## config.mk

```make
export PLATFORM = sky130hd
export DESIGN_NAME = hsc_strap_config
export DESIGN_NICKNAME = d
export VERILOG_FILES = /design/src/inc/hsc_pkg.sv /design/src/design/hsc_strap_config.sv
export SDC_FILE = /design/constraint.sdc
export NUM_CORES = 1
export LEC_CHECK = 0
export BUFFER_PORTS_ARGS = -buffer_cell sky130_fd_sc_hd__buf_2
export CAP_MARGIN = 15
export CORE_ASPECT_RATIO = 1.4
export CORE_MARGIN = 1.5
export CORE_UTILIZATION = 47
export CTS_BUF_LIST = sky130_fd_sc_hd__clkbuf_4 sky130_fd_sc_hd__clkbuf_8
export DETAILED_ROUTE_END_ITERATION = 6
export GPL_TIMING_DRIVEN = 0
export PLACE_DENSITY = 0.82
export SKIP_CTS_REPAIR_TIMING = 1
export SLEW_MARGIN = 20
export SYNTH_ARGS = -nofsm -noshare
export SYNTH_HDL_FRONTEND = slang
export SYNTH_SLANG_ARGS = --single-unit
```

## constraint.sdc

```tcl
create_clock -name core_clk -period 1.96 [get_ports core_clk]
set_clock_uncertainty 0.05 [all_clocks]
set_input_delay 0.294 -clock core_clk [delete_from_list [all_inputs] [get_ports core_clk]]
set_output_delay 0.294 -clock core_clk [all_outputs]
set_load 0.1 [all_outputs]
```

## src/inc/hsc_pkg.sv

```systemverilog
// constants shared by the hub strap and configuration-source selector
`default_nettype none

package hsc_pkg;

   // ------------------------------------------------------------
   // configuration source codes {upper, lower}
   // ------------------------------------------------------------
   localparam logic [1:0] SRC_DEFAULT = 2'h2;
   localparam logic [1:0] SRC_EEPROM  = 2'h3;
   localparam logic [6:0] SMB_ADDR    = 7'h2d;

   // ------------------------------------------------------------
   // register byte offsets
   // ------------------------------------------------------------
   localparam logic [11:0] OFS_LOAD   = 12'h000;
   localparam logic [11:0] OFS_STRAP  = 12'h004;
   localparam logic [11:0] OFS_ACTIVE = 12'h008;

   // load register fields (written by the descriptor loader)
   localparam int LD_LED_EN   = 0;
   localparam int LD_P3_DIS   = 1;
   localparam int LD_FIXED    = 2;
   localparam int LD_GANG     = 4;
   localparam int LD_DONE     = 5;
   localparam int LD_NO_EEP   = 6;
   localparam logic [6:0] LOAD_RESET = 7'h00;

   // strap status register fields
   localparam int ST_SRC      = 0;
   localparam int ST_POL      = 2;
   localparam int ST_P3_DIS   = 3;
   localparam int ST_FIXED    = 4;
   localparam int ST_GANG     = 6;
   localparam int ST_OCS      = 7;
   localparam int ST_VALID    = 10;

   // active configuration register fields
   localparam int AC_LED_EN   = 0;
   localparam int AC_P3_DIS   = 1;
   localparam int AC_FIXED    = 2;
   localparam int AC_GANG     = 5;
   localparam int AC_READY    = 6;

endpackage : hsc_pkg

`default_nettype wire

```

## src/design/hsc_strap_config.sv

```systemverilog
// strap sampling, configuration-source selection and pin polarity for the hub
`timescale 1ns/1ps
`default_nettype none

module hsc_strap_config (
   // clock and reset
   input  wire logic        core_clk,
   input  wire logic        sys_rst,
   // apb register port
   input  wire logic        psel,
   input  wire logic        penable,
   input  wire logic        pwrite,
   input  wire logic [11:0] paddr,
   input  wire logic [31:0] pwdata,
   output logic [31:0]      prdata,
   output logic             pready,
   output logic             pslverr,
   // strap pins (shared pins are given as their input side)
   input  wire logic [1:0]  fixedPortStrap,
   input  wire logic        port3DisableStrap,
   input  wire logic        gangPowerStrap,
   input  wire logic        powerOutPolarityStrap,
   input  wire logic        configSourceSelLo,
   input  wire logic        configSourceSelHi,
   // indicator pins, enable low while driven
   output logic [1:0]       port12IndicatorsOut,
   output logic [1:0]       port12IndicatorsOeN,
   output logic             port3IndicatorOut,
   output logic             port3IndicatorOeN,
   // downstream power pins
   output logic [2:0]       portPowerEnable,
   input  wire logic [2:0]  overcurrentSenseLow,
   // hub core side
   input  wire logic [2:0]  ledOn,
   input  wire logic [2:0]  portPowerReq,
   output logic [2:0]       overcurrent,
   output logic [2:0]       portFixed,
   output logic             port3Disabled,
   output logic             gangedPower,
   output logic             smbusSlaveEn,
   output logic [6:0]       smbusSlaveAddr,
   output logic             eepromLoadEn
);
   import hsc_pkg::*;

   // ------------------------------------------------------------
   // pin synchronisers
   // ------------------------------------------------------------
   logic [6:0] strapMeta;
   logic [6:0] strapSync;
   logic [2:0] ocsMeta;
   logic [2:0] ocsSync;

   always_ff @(posedge core_clk) begin
      strapMeta <= {configSourceSelHi, configSourceSelLo, powerOutPolarityStrap,
                    gangPowerStrap, port3DisableStrap, fixedPortStrap};
      strapSync <= strapMeta;
   end

   // undriven sense inputs read high through the pad pull-ups
   always_ff @(posedge core_clk) begin
      ocsMeta <= overcurrentSenseLow;
      ocsSync <= ocsMeta;
   end

   // ------------------------------------------------------------
   // reset release detection and strap capture
   // ------------------------------------------------------------
   logic       rstHeld;
   logic       rstFilled;
   logic       captureNow;
   logic       strapsValid;
   logic [1:0] srcSel;
   logic       polarity;
   logic       strapP3Dis;
   logic [1:0] strapFixed;
   logic       strapGang;

   always_ff @(posedge core_clk) begin
      rstHeld <= sys_rst;
      rstFilled <= sys_rst & rstHeld;
   end

   assign captureNow = rstHeld & ~sys_rst;

   // pins are ignored after capture, so later board activity on the
   // shared led/strap pins cannot change the configuration
   always_ff @(posedge core_clk) begin
      if (sys_rst) begin
         strapsValid <= 1'b0;
         srcSel      <= 2'h0;
         polarity    <= 1'b0;
         strapP3Dis  <= 1'b0;
         strapFixed  <= 2'h0;
         strapGang   <= 1'b0;
      end else if (captureNow) begin
         strapsValid <= 1'b1;
         srcSel      <= strapSync[6:5];
         polarity    <= strapSync[4];
         strapGang   <= strapSync[3];
         strapP3Dis  <= strapSync[2];
         strapFixed  <= strapSync[1:0];
      end
   end

   // ------------------------------------------------------------
   // apb register file
   // ------------------------------------------------------------
   logic [6:0]  loadReg;
   logic        apbAccess;
   logic        addrOk;
   logic [31:0] next_prdata;
   logic [2:0]  ocsActive;
   logic        ledEnEff;
   logic        p3DisEff;
   logic [2:0]  fixedEff;
   logic        gangEff;
   logic        cfgReady;

   assign apbAccess = psel & penable & ~pready;
   assign addrOk    = (paddr == OFS_LOAD) | (paddr == OFS_STRAP) | (paddr == OFS_ACTIVE);
   assign ocsActive = ~ocsSync;

   always_comb begin
      next_prdata = 32'h0000_0000;
      case (paddr)
         OFS_LOAD: begin
            next_prdata[6:0] = loadReg;
         end
         OFS_STRAP: begin
            next_prdata[ST_SRC+:2]   = srcSel;
            next_prdata[ST_POL]      = polarity;
            next_prdata[ST_P3_DIS]   = strapP3Dis;
            next_prdata[ST_FIXED+:2] = strapFixed;
            next_prdata[ST_GANG]     = strapGang;
            next_prdata[ST_OCS+:3]   = ocsActive;
            next_prdata[ST_VALID]    = strapsValid;
         end
         OFS_ACTIVE: begin
            next_prdata[AC_LED_EN]   = ledEnEff;
            next_prdata[AC_P3_DIS]   = p3DisEff;
            next_prdata[AC_FIXED+:3] = fixedEff;
            next_prdata[AC_GANG]     = gangEff;
            next_prdata[AC_READY]    = cfgReady;
         end
         default: begin
            next_prdata = 32'h0000_0000;
         end
      endcase
   end

   // one wait state: the answer comes in the second access cycle
   always_ff @(posedge core_clk) begin
      if (sys_rst) begin
         pready  <= 1'b0;
         pslverr <= 1'b0;
         prdata  <= 32'h0000_0000;
      end else begin
         pready  <= apbAccess;
         pslverr <= apbAccess & ~addrOk;
         prdata  <= (apbAccess & ~pwrite) ? next_prdata : 32'h0000_0000;
      end
   end

   always_ff @(posedge core_clk) begin
      if (sys_rst) begin
         loadReg <= LOAD_RESET;
      end else if (psel & penable & pready & pwrite & (paddr == OFS_LOAD)) begin
         loadReg <= pwdata[6:0];
      end
   end

   // ------------------------------------------------------------
   // effective configuration
   // ------------------------------------------------------------
   logic       modeDefault;
   logic       modeEeprom;
   logic       modeSmbus;
   logic       eepAbsent;
   logic [2:0] ledActiveLow;
   logic [2:0] ledDrive;

   assign modeDefault = (srcSel == SRC_DEFAULT);
   assign modeEeprom  = (srcSel == SRC_EEPROM);
   assign modeSmbus   = ~srcSel[1];
   assign eepAbsent   = modeEeprom & loadReg[LD_NO_EEP];

   always_comb begin
      ledEnEff     = 1'b0;
      p3DisEff     = 1'b0;
      fixedEff     = 3'h0;
      gangEff      = 1'b0;
      ledActiveLow = 3'h0;
      ledDrive     = 3'h0;
      cfgReady     = 1'b0;
      if (modeDefault) begin
         cfgReady = 1'b1;
         ledEnEff = 1'b1;
         ledDrive = 3'h7;
         p3DisEff = strapP3Dis;
         ledActiveLow[2] = strapP3Dis;
         gangEff  = strapGang;
         case (strapFixed)
            2'h0: begin
               fixedEff        = 3'h0;
               ledActiveLow[1:0] = 2'h0;
            end
            2'h1: begin
               fixedEff        = 3'h1;
               ledActiveLow[1:0] = 2'h1;
            end
            2'h2: begin
               fixedEff        = 3'h3;
               ledActiveLow[1:0] = 2'h2;
            end
            default: begin
               fixedEff        = 3'h7;
               ledActiveLow[1:0] = 2'h3;
            end
         endcase
      end else if (eepAbsent) begin
         cfgReady = 1'b1;
      end else begin
         // straps play no part here; the loader's fields are used
         cfgReady     = loadReg[LD_DONE];
         ledEnEff     = loadReg[LD_LED_EN];
         ledDrive     = {3{loadReg[LD_LED_EN]}};
         ledActiveLow = 3'h7;
         p3DisEff     = loadReg[LD_P3_DIS];
         gangEff      = loadReg[LD_GANG];
         case (loadReg[LD_FIXED+:2])
            2'h0:    fixedEff = 3'h0;
            2'h1:    fixedEff = 3'h1;
            2'h2:    fixedEff = 3'h3;
            default: fixedEff = 3'h7;
         endcase
      end
   end

   // ------------------------------------------------------------
   // power and overcurrent
   // ------------------------------------------------------------
   logic [2:0] powerOn;
   logic [2:0] next_overcurrent;

   always_comb begin
      powerOn = gangEff ? {3{portPowerReq[0]}} : portPowerReq;
      if (p3DisEff) begin
         powerOn[2] = 1'b0;
      end
      if (~(strapsValid & cfgReady)) begin
         powerOn = 3'h0;
      end
   end

   assign next_overcurrent = gangEff ? {3{|ocsActive}} : ocsActive;

   // during reset the inactive level tracks the polarity pin each cycle
   always_ff @(posedge core_clk) begin
      if (sys_rst) begin
         portPowerEnable <= {3{~strapSync[4]}};
      end else if (captureNow) begin
         portPowerEnable <= {3{~strapSync[4]}};
      end else begin
         portPowerEnable <= polarity ? powerOn : ~powerOn;
      end
   end

   always_ff @(posedge core_clk) begin
      if (sys_rst) begin
         overcurrent <= 3'h0;
      end else begin
         overcurrent <= strapsValid ? next_overcurrent : 3'h0;
      end
   end

   // ------------------------------------------------------------
   // indicators and status outputs
   // ------------------------------------------------------------
   logic [2:0] ledLevel;
   logic [2:0] ledOeN;

   assign ledLevel = ledOn ^ ledActiveLow;
   assign ledOeN   = ~(ledDrive & {3{strapsValid}});

   // pins stay released until capture so the straps can be read
   always_ff @(posedge core_clk) begin
      if (sys_rst) begin
         port12IndicatorsOut <= 2'h0;
         port12IndicatorsOeN <= 2'h3;
         port3IndicatorOut   <= 1'b0;
         port3IndicatorOeN   <= 1'b1;
      end else begin
         port12IndicatorsOut <= ledLevel[1:0];
         port12IndicatorsOeN <= ledOeN[1:0];
         port3IndicatorOut   <= ledLevel[2];
         port3IndicatorOeN   <= ledOeN[2];
      end
   end

   always_ff @(posedge core_clk) begin
      if (sys_rst) begin
         portFixed      <= 3'h0;
         port3Disabled  <= 1'b0;
         gangedPower    <= 1'b0;
         smbusSlaveEn   <= 1'b0;
         smbusSlaveAddr <= 7'h00;
         eepromLoadEn   <= 1'b0;
      end else begin
         portFixed      <= fixedEff;
         port3Disabled  <= p3DisEff;
         gangedPower    <= gangEff;
         smbusSlaveEn   <= strapsValid & modeSmbus;
         smbusSlaveAddr <= (strapsValid & modeSmbus) ? SMB_ADDR : 7'h00;
         eepromLoadEn   <= strapsValid & modeEeprom & ~loadReg[LD_DONE];
      end
   end

   // ------------------------------------------------------------
   // assertions
   // ------------------------------------------------------------
   a_strap_capture: assert property (@(posedge core_clk) disable iff (sys_rst)
      captureNow |=> (srcSel == $past(strapSync[6:5])) && (polarity == $past(strapSync[4])))
      else $error("straps not captured at reset release");

   a_straps_held: assert property (@(posedge core_clk) disable iff (sys_rst)
      (strapsValid && !captureNow) |=> $stable(srcSel) && $stable(polarity) && $stable(strapFixed)
         && $stable(strapGang) && $stable(strapP3Dis))
      else $error("sampled strap changed after capture");

   a_power_reset: assert property (@(posedge core_clk)
      (sys_rst && rstFilled) |=> portPowerEnable == {3{~$past(strapSync[4])}})
      else $error("power output active during reset");

   a_power_polarity: assert property (@(posedge core_clk) disable iff (sys_rst)
      (strapsValid && !captureNow) |=> portPowerEnable == ($past(polarity) ? $past(powerOn) : ~$past(powerOn)))
      else $error("power output polarity wrong");

   a_smbus_address: assert property (@(posedge core_clk) disable iff (sys_rst)
      (strapsValid && !srcSel[1]) |=> smbusSlaveEn && (smbusSlaveAddr == 7'h2d))
      else $error("smbus slave not enabled at its address");

   a_fixed_decode: assert property (@(posedge core_clk) disable iff (sys_rst)
      (modeDefault && strapFixed == 2'h2) |-> (fixedEff == 3'h3) && (ledActiveLow[1:0] == 2'h2))
      else $error("fixed port code decoded wrong");

   a_eeprom_absent: assert property (@(posedge core_clk) disable iff (sys_rst)
      eepAbsent |-> !ledEnEff && !p3DisEff && (fixedEff == 3'h0) && !gangEff && cfgReady)
      else $error("missing eeprom did not zero the configuration");

   a_port3_off: assert property (@(posedge core_clk) disable iff (sys_rst)
      (strapsValid && p3DisEff && !captureNow) |=> portPowerEnable[2] == ~polarity)
      else $error("disabled port three powered");

   a_led_loaded: assert property (@(posedge core_clk) disable iff (sys_rst)
      (strapsValid && !modeDefault && ledEnEff) |=> !port3IndicatorOeN && (port3IndicatorOut == ~$past(ledOn[2])))
      else $error("loaded indicator not active low");

   a_gang_sense: assert property (@(posedge core_clk) disable iff (sys_rst)
      (strapsValid && gangEff) |=> (overcurrent == 3'h0) || (overcurrent == 3'h7))
      else $error("ganged overcurrent not shared");

   a_straps_ignored: assert property (@(posedge core_clk) disable iff (sys_rst)
      (!modeDefault && !eepAbsent) |-> (gangEff == loadReg[LD_GANG]) && (p3DisEff == loadReg[LD_P3_DIS]))
      else $error("strap used outside default mode");

endmodule : hsc_strap_config

`default_nettype wire

```

==> results of run 1 <==
[worst max path at each step]
stage	cells after the start	slack, ns	endpoint	from
after global routing	5	0.08	portPowerEnable[2]	srcSel[1]
after detailed placement	6	-0.02	loadReg[1]	paddr[7]
after global placement	6	0.03	loadReg[5]	paddr[7]
final	5	0.20	portPowerEnable[2]	srcSel[1]
after CTS	5	0.22	portPowerEnable[2]	srcSel[1]
after floorplan	1	0.21	smbusSlaveAddr[0]	smbusSlaveAddr[3]
[per-layer routing]
| metal | global-route usage (%) | vias to the layer above | wire length, µm |
|---|---|---|---|
| met5 | 0 | - | 0 |
| met4 | 13.9 | 0 | 110 |
| met3 | 4.66 | 13 | 392 |
| met2 | 32.5 | 93 | 2730 |
| met1 | 17.6 | 904 | 1920 |
| li1 | - | 1040 | - |
[stage by stage]
step / setup TNS, ns / setup slack (ns) / area, µm² / power, mW
floorplan: 0 / 0.206 / 2570 / 1.95
global placement: 0 / 0.0317 / 3030 / 2.03
detailed placement: -0.0384 / -0.0211 / 3030 / 2.04
CTS: 0 / 0.217 / 3210 / 3.03
global route: 0 / 0.0778 / 3310 / 3.14
finish: 0 / 0.198 / 3310 / 3.03
[worst max-delay path: stages, from the launching register on]
cell      delay [ns]
dfxtp_1         0.34
clkbuf_1        0.37
nand2_1         0.25
a22oi_1         0.38
nand2b_1        0.16
nand4_1         0.09
[sequential cells by signal, indices dropped and copies added, names as in the netlist, 2 cells and up]
register             flops
prdata                  11
loadReg                  7
strapMeta                7
strapSync                7
ocsMeta                  3
ocsSync                  3
overcurrent              3
portFixed                3
portPowerEnable          3
port12IndicatorsOut      2
srcSel                   2
strapFixed               2
[layout make-up]
class | instances | area [µm²]
fill | 435 | 1810
sequential | 66 | 1320
multi-input combinational | 168 | 948
timing repair buffer | 84 | 470
buffer | 41 | 292
clock buffer | 10 | 138
tap | 66 | 82.6
clock inverter | 6 | 42.5
inverter | 3 | 11.3
[layout by cell type (no fill, tap or decap), drive strengths merged, types with 2 or more instances in the layout]
cell type,count
buf,109
dfxtp,66
nor2,41
conb,24
nand2,17
a21oi,17
clkbuf,16
mux2i,15
dlygate4sd3,10
nand2b,4
or3,4
xor2,4
clkinv,4
nor2b,3
o21ai,3
nor3,3
o211ai,3
a211o,3
inv,3
a31oi,3
nor4,3
nand3,3
and3,2
or2,2
a22oi,2
nand4,2
clkinvlp,2
[power by group]
part | switching, mW | total (mW) | internal, mW
logic | 0.469 | 0.610 | 0.140
registers | 0.0284 | 1.42 | 1.39
clock network | 0.506 | 0.997 | 0.491
[cell families (layout without fill, tap and decap cells)]
family                    count (synthesis)  in the layout  synth area share (%)
AOI/OAI and AO/OA                        40             40                  10.5
xor gates and xnor gates                  4              4                  1.41
buffers and inverters                    44            144                  12.2
DFF                                      66             66                  53.1
muxes                                    15             15                  6.04
other                                     1             24                 0.151
and+or+nand+nor                          85             85                  16.6
==> out/metrics.cfg, run 1 <==
[timing]
max_freq_mhz=568
hold_ws_ns=0.0297
min_period_over_period_pct=89.9
rsz0062_at_grt=no
worst_slew_pin_slew_ns=0.681
fin_crit_ns=1.76
slew_viol_final=0
maxSlewHeadroom_pct=54.3
final-setup-viol-count=0
hold_violations=0

[detailed_routing]
vias_per_cell=4.62
ant_nets=0
routed_wl_um=5160
wl_per_cell_um=11.6
vias=2050
drt_iter0_markers=57
firstDrtPassIters=4
drc=0

[logic_synthesis]
synthArstFlopShare_pct=0
synth_area_leader_cell=dfxtp_1
synthTopCellsByArea=dfxtp_1 (53%), buf_4 (9.4%), nor2_1 (6.2%), mux2i_1 (6.0%), a21oi_1 (3.4%)
yosysWarnings=0
ys_seq_area_share_pct=53.1
synth_commonest_cells=dfxtp_1 (66), nor2_1 (41), buf_4 (31)
synth_most_common_cell=dfxtp_1
synth-main-ff-cell=dfxtp_1
synth_top_area_share_pct=53.1
postSynthCellCount=255
synth_edf_count=0
syn_area_um2=2490
synth_cell_types=39
syn_avg_cell_area_um2=9.75
yosys_register_bits=66

[floorplanning]
rows=31
coreArea_um2=5120
io_pins=125
die_h_um=89.1
initial_core_util_pct=48.6
dieArea_um2=5740
die_w_um=64.5

[worst_hold_path]
hp-class=in2reg
min_from=sys_rst
hold_depth=1
holdPathEnd=rstHeld

[global_routing]
grtUsageTotal_pct=18.0
grt-ovfl-total=0
grt_pass1_vias=1767
grt_start_max_net_pins=13
grt_pass1_wl_um=7670
antenna_found_initial=0

[clocking]
tritoncts=built
cts.root.buffer_cell=clkbuf_8
htree_levels=3
path_clk_slew_ns=0.07
cts_buffer_depth=2
clk_latency_ns=0.35
numCtsBuffers=9
cts.sinks=66

[critical_path]
r2r-end=portPowerEnable[2]
arrival_ns=1.94
end_kind=flip-flop
reg2reg_slack_ns=0.20
crit_required_ns=2.14
r2r-start=srcSel[1]
path_class=reg2reg
critPathLaunchType=flip-flop
cp_max_fo=10
ff2ff_path_depth=5

[place]
hpwl_um=3770
dp_cells=418
io_buffers=74
place.gp.congestion=0.840

[job]
max_cap_violations=0

[finish]
area_delta_synth_final_pct=33.0
final_nets=438
instances_no_fill=444
diodes=0
layout-drive-gt1-share_pct=35.4
final_util_pct=64.6

[run_status]
status=completed

[power]
leakagePower_nw=1.57
power_density_nw_per_um2=915
ir_drop_uv=613

(Power assumes the default switching activity.)
==> inputs of run 2 (changes only) <==
--- a/config.mk
+++ b/config.mk
@@ -6,7 +6,6 @@
 export NUM_CORES = 1
 export LEC_CHECK = 0
 export BUFFER_PORTS_ARGS = -buffer_cell sky130_fd_sc_hd__buf_2
-export CAP_MARGIN = 15
 export CORE_ASPECT_RATIO = 1.4
 export CORE_MARGIN = 1.5
 export CORE_UTILIZATION = 47
@@ -14,6 +13,7 @@
 export DETAILED_ROUTE_END_ITERATION = 6
 export GPL_TIMING_DRIVEN = 0
 export PLACE_DENSITY = 0.82
+export RECOVER_POWER = 100
 export SKIP_CTS_REPAIR_TIMING = 1
 export SLEW_MARGIN = 20
 export SYNTH_ARGS = -nofsm -noshare
==> run 2 against run 1 <==
Compared with the run above: utilization is 0.20 points lower; flip-flop and latch count is the same; sequential power is essentially flat; global-route usage stayed put; clock power is essentially flat; via count is 1.1% higher; count of clock-buffer cells in the layout is the same; final cell count is the same; non-clock buffer count unchanged; final area is 0.30% lower.
==> out/metrics.cfg, run 2 (same netlist as run 1, synthesis figures left out) <==
[clocking]
clk_latency_ns=0.35
cts_buffer_depth=2
numCtsBuffers=9
htree_levels=3
cts.sinks=66
tritoncts=built
path_clk_slew_ns=0.07
cts.root.buffer_cell=clkbuf_8

[power]
ir_drop_uv=613
leakagePower_nw=1.55
comb_power_share_pct=20.1
p_sw_share_pct=33.2
pwr-share-clk_pct=32.9
power_density_nw_per_um2=917
internal-power_mw=2.02
sequentialPowerShare_pct=47.0
netSwitchingPower_mw=1.00

[detailed_routing]
ant_nets=0
firstDrtPassIters=4
routed_wl_um=5150
vias=2072
wl_per_cell_um=11.6
vias_per_cell=4.67
drt_iter0_markers=59
drc=0

[global_routing]
grtUsageTotal_pct=18.0
grt_pass1_wl_um=7670
grt_start_max_net_pins=13
antenna_found_initial=0
grt-ovfl-total=0
grt_pass1_vias=1767

[timing]
min_period_over_period_pct=91.6
hold_violations=0
setup_tns_ns=0
slew_viol_final=0
fin_crit_ns=1.80
rsz0062_at_grt=no
final-setup-viol-count=0
maxSlewHeadroom_pct=55.0
worst_slew_pin_slew_ns=0.670
max_freq_mhz=557

[floorplanning]
rows=31
coreArea_um2=5120
die_w_um=64.5
dieArea_um2=5740
initial_core_util_pct=48.6
die_h_um=89.1
io_pins=125

[place]
place.gp.congestion=0.840
io_buffers=74
hpwl_um=3770

[finish]
area_delta_synth_final_pct=32.6
mostFrequentLayoutCell=dfxtp_1
multi_input_area_um2=942
final_util_pct=64.4
max_flop_register=prdata
final_nets=438
n_fill_cell=437
regArea_um2=1320
largest_reg_flops=11
diodes=0
final_cell_mix=dfxtp_1 (66), nor2_1 (41), buf_2 (38)
layout-drive-gt1-share_pct=34.4

[critical_path]
arrival_ns=1.96
crit_required_ns=2.13
cp_max_fo=10
end_kind=flip-flop
path_class=reg2reg
critPathLaunchType=flip-flop

[run_status]
status=completed

[job]
max_cap_violations=0

[worst_hold_path]
hp-class=in2reg

==> run 2: worst paths after layout <==
kind / startpoint / endpoint / slack [ns] / depth (start not counted)
max: srcSel[1] / prdata[1] / 0.16 / 5
min: sys_rst / rstHeld / 0.05 / 1
max reg2reg: srcSel[1] / prdata[1] / 0.16 / 5
min reg2reg: ocsMeta[2] / ocsSync[2] / 0.28 / 0
==> run 2: area by class of cell <==
class / count / area share [%]
buffer: 41 / 8.80
clock inverter: 6 / 1.29
tap: 66 / 2.50
clock buffer: 10 / 4.17
inverter: 3 / 0.342
multi-input combinational: 168 / 28.6
timing repair buffer: 84 / 14.2
sequential: 66 / 40.1
==> run 2: power groups by stage <==
| stage | clock network [mW] | logic (mW) | registers, mW |
|---|---|---|---|
| floorplan | 0 | 0.377 | 1.57 |
| global placement | 0 | 0.586 | 1.45 |
| detailed placement | 0 | 0.591 | 1.45 |
| CTS | 1.02 | 0.592 | 1.42 |
| global route | 1.08 | 0.633 | 1.43 |
| finish | 0.996 | 0.608 | 1.42 |
==> run 2: critical path, stage by stage (launching register included) <==
cell and delay, ns:
dfxtp_1 0.35, clkbuf_1 0.37, nand2_1 0.25, a22oi_1 0.40
a211o_1 0.20, a21oi_1 0.06
==> run 2: through the flow <==
stage               power (mW)  hold slack, ns  setup WS, ns  std cells  instance area, µm²
floorplan                 1.95           0.260         0.206        278                2570
global placement          2.03           0.261        0.0317        418                3030
detailed placement        2.04           0.262       -0.0211        418                3030
CTS                       3.03         -0.0141         0.217        434                3210
global route              3.14          0.0468        0.0662        444                3300
finish                    3.02          0.0513         0.164        444                3300
==> run 2: per-layer routing <==
| layer | routed length [µm] | vias up | share of wire [%] | track usage [%] |
|---|---|---|---|---|
| met2 | 2700 | 99 | 53 | 32.5 |
| met3 | 427 | 14 | 8.3 | 4.66 |
| met1 | 1880 | 914 | 37 | 17.6 |
| li1 | - | 1045 | - | - |
| met5 | 0 | - | 0 | 0 |
| met4 | 134 | 0 | 2.6 | 13.9 |
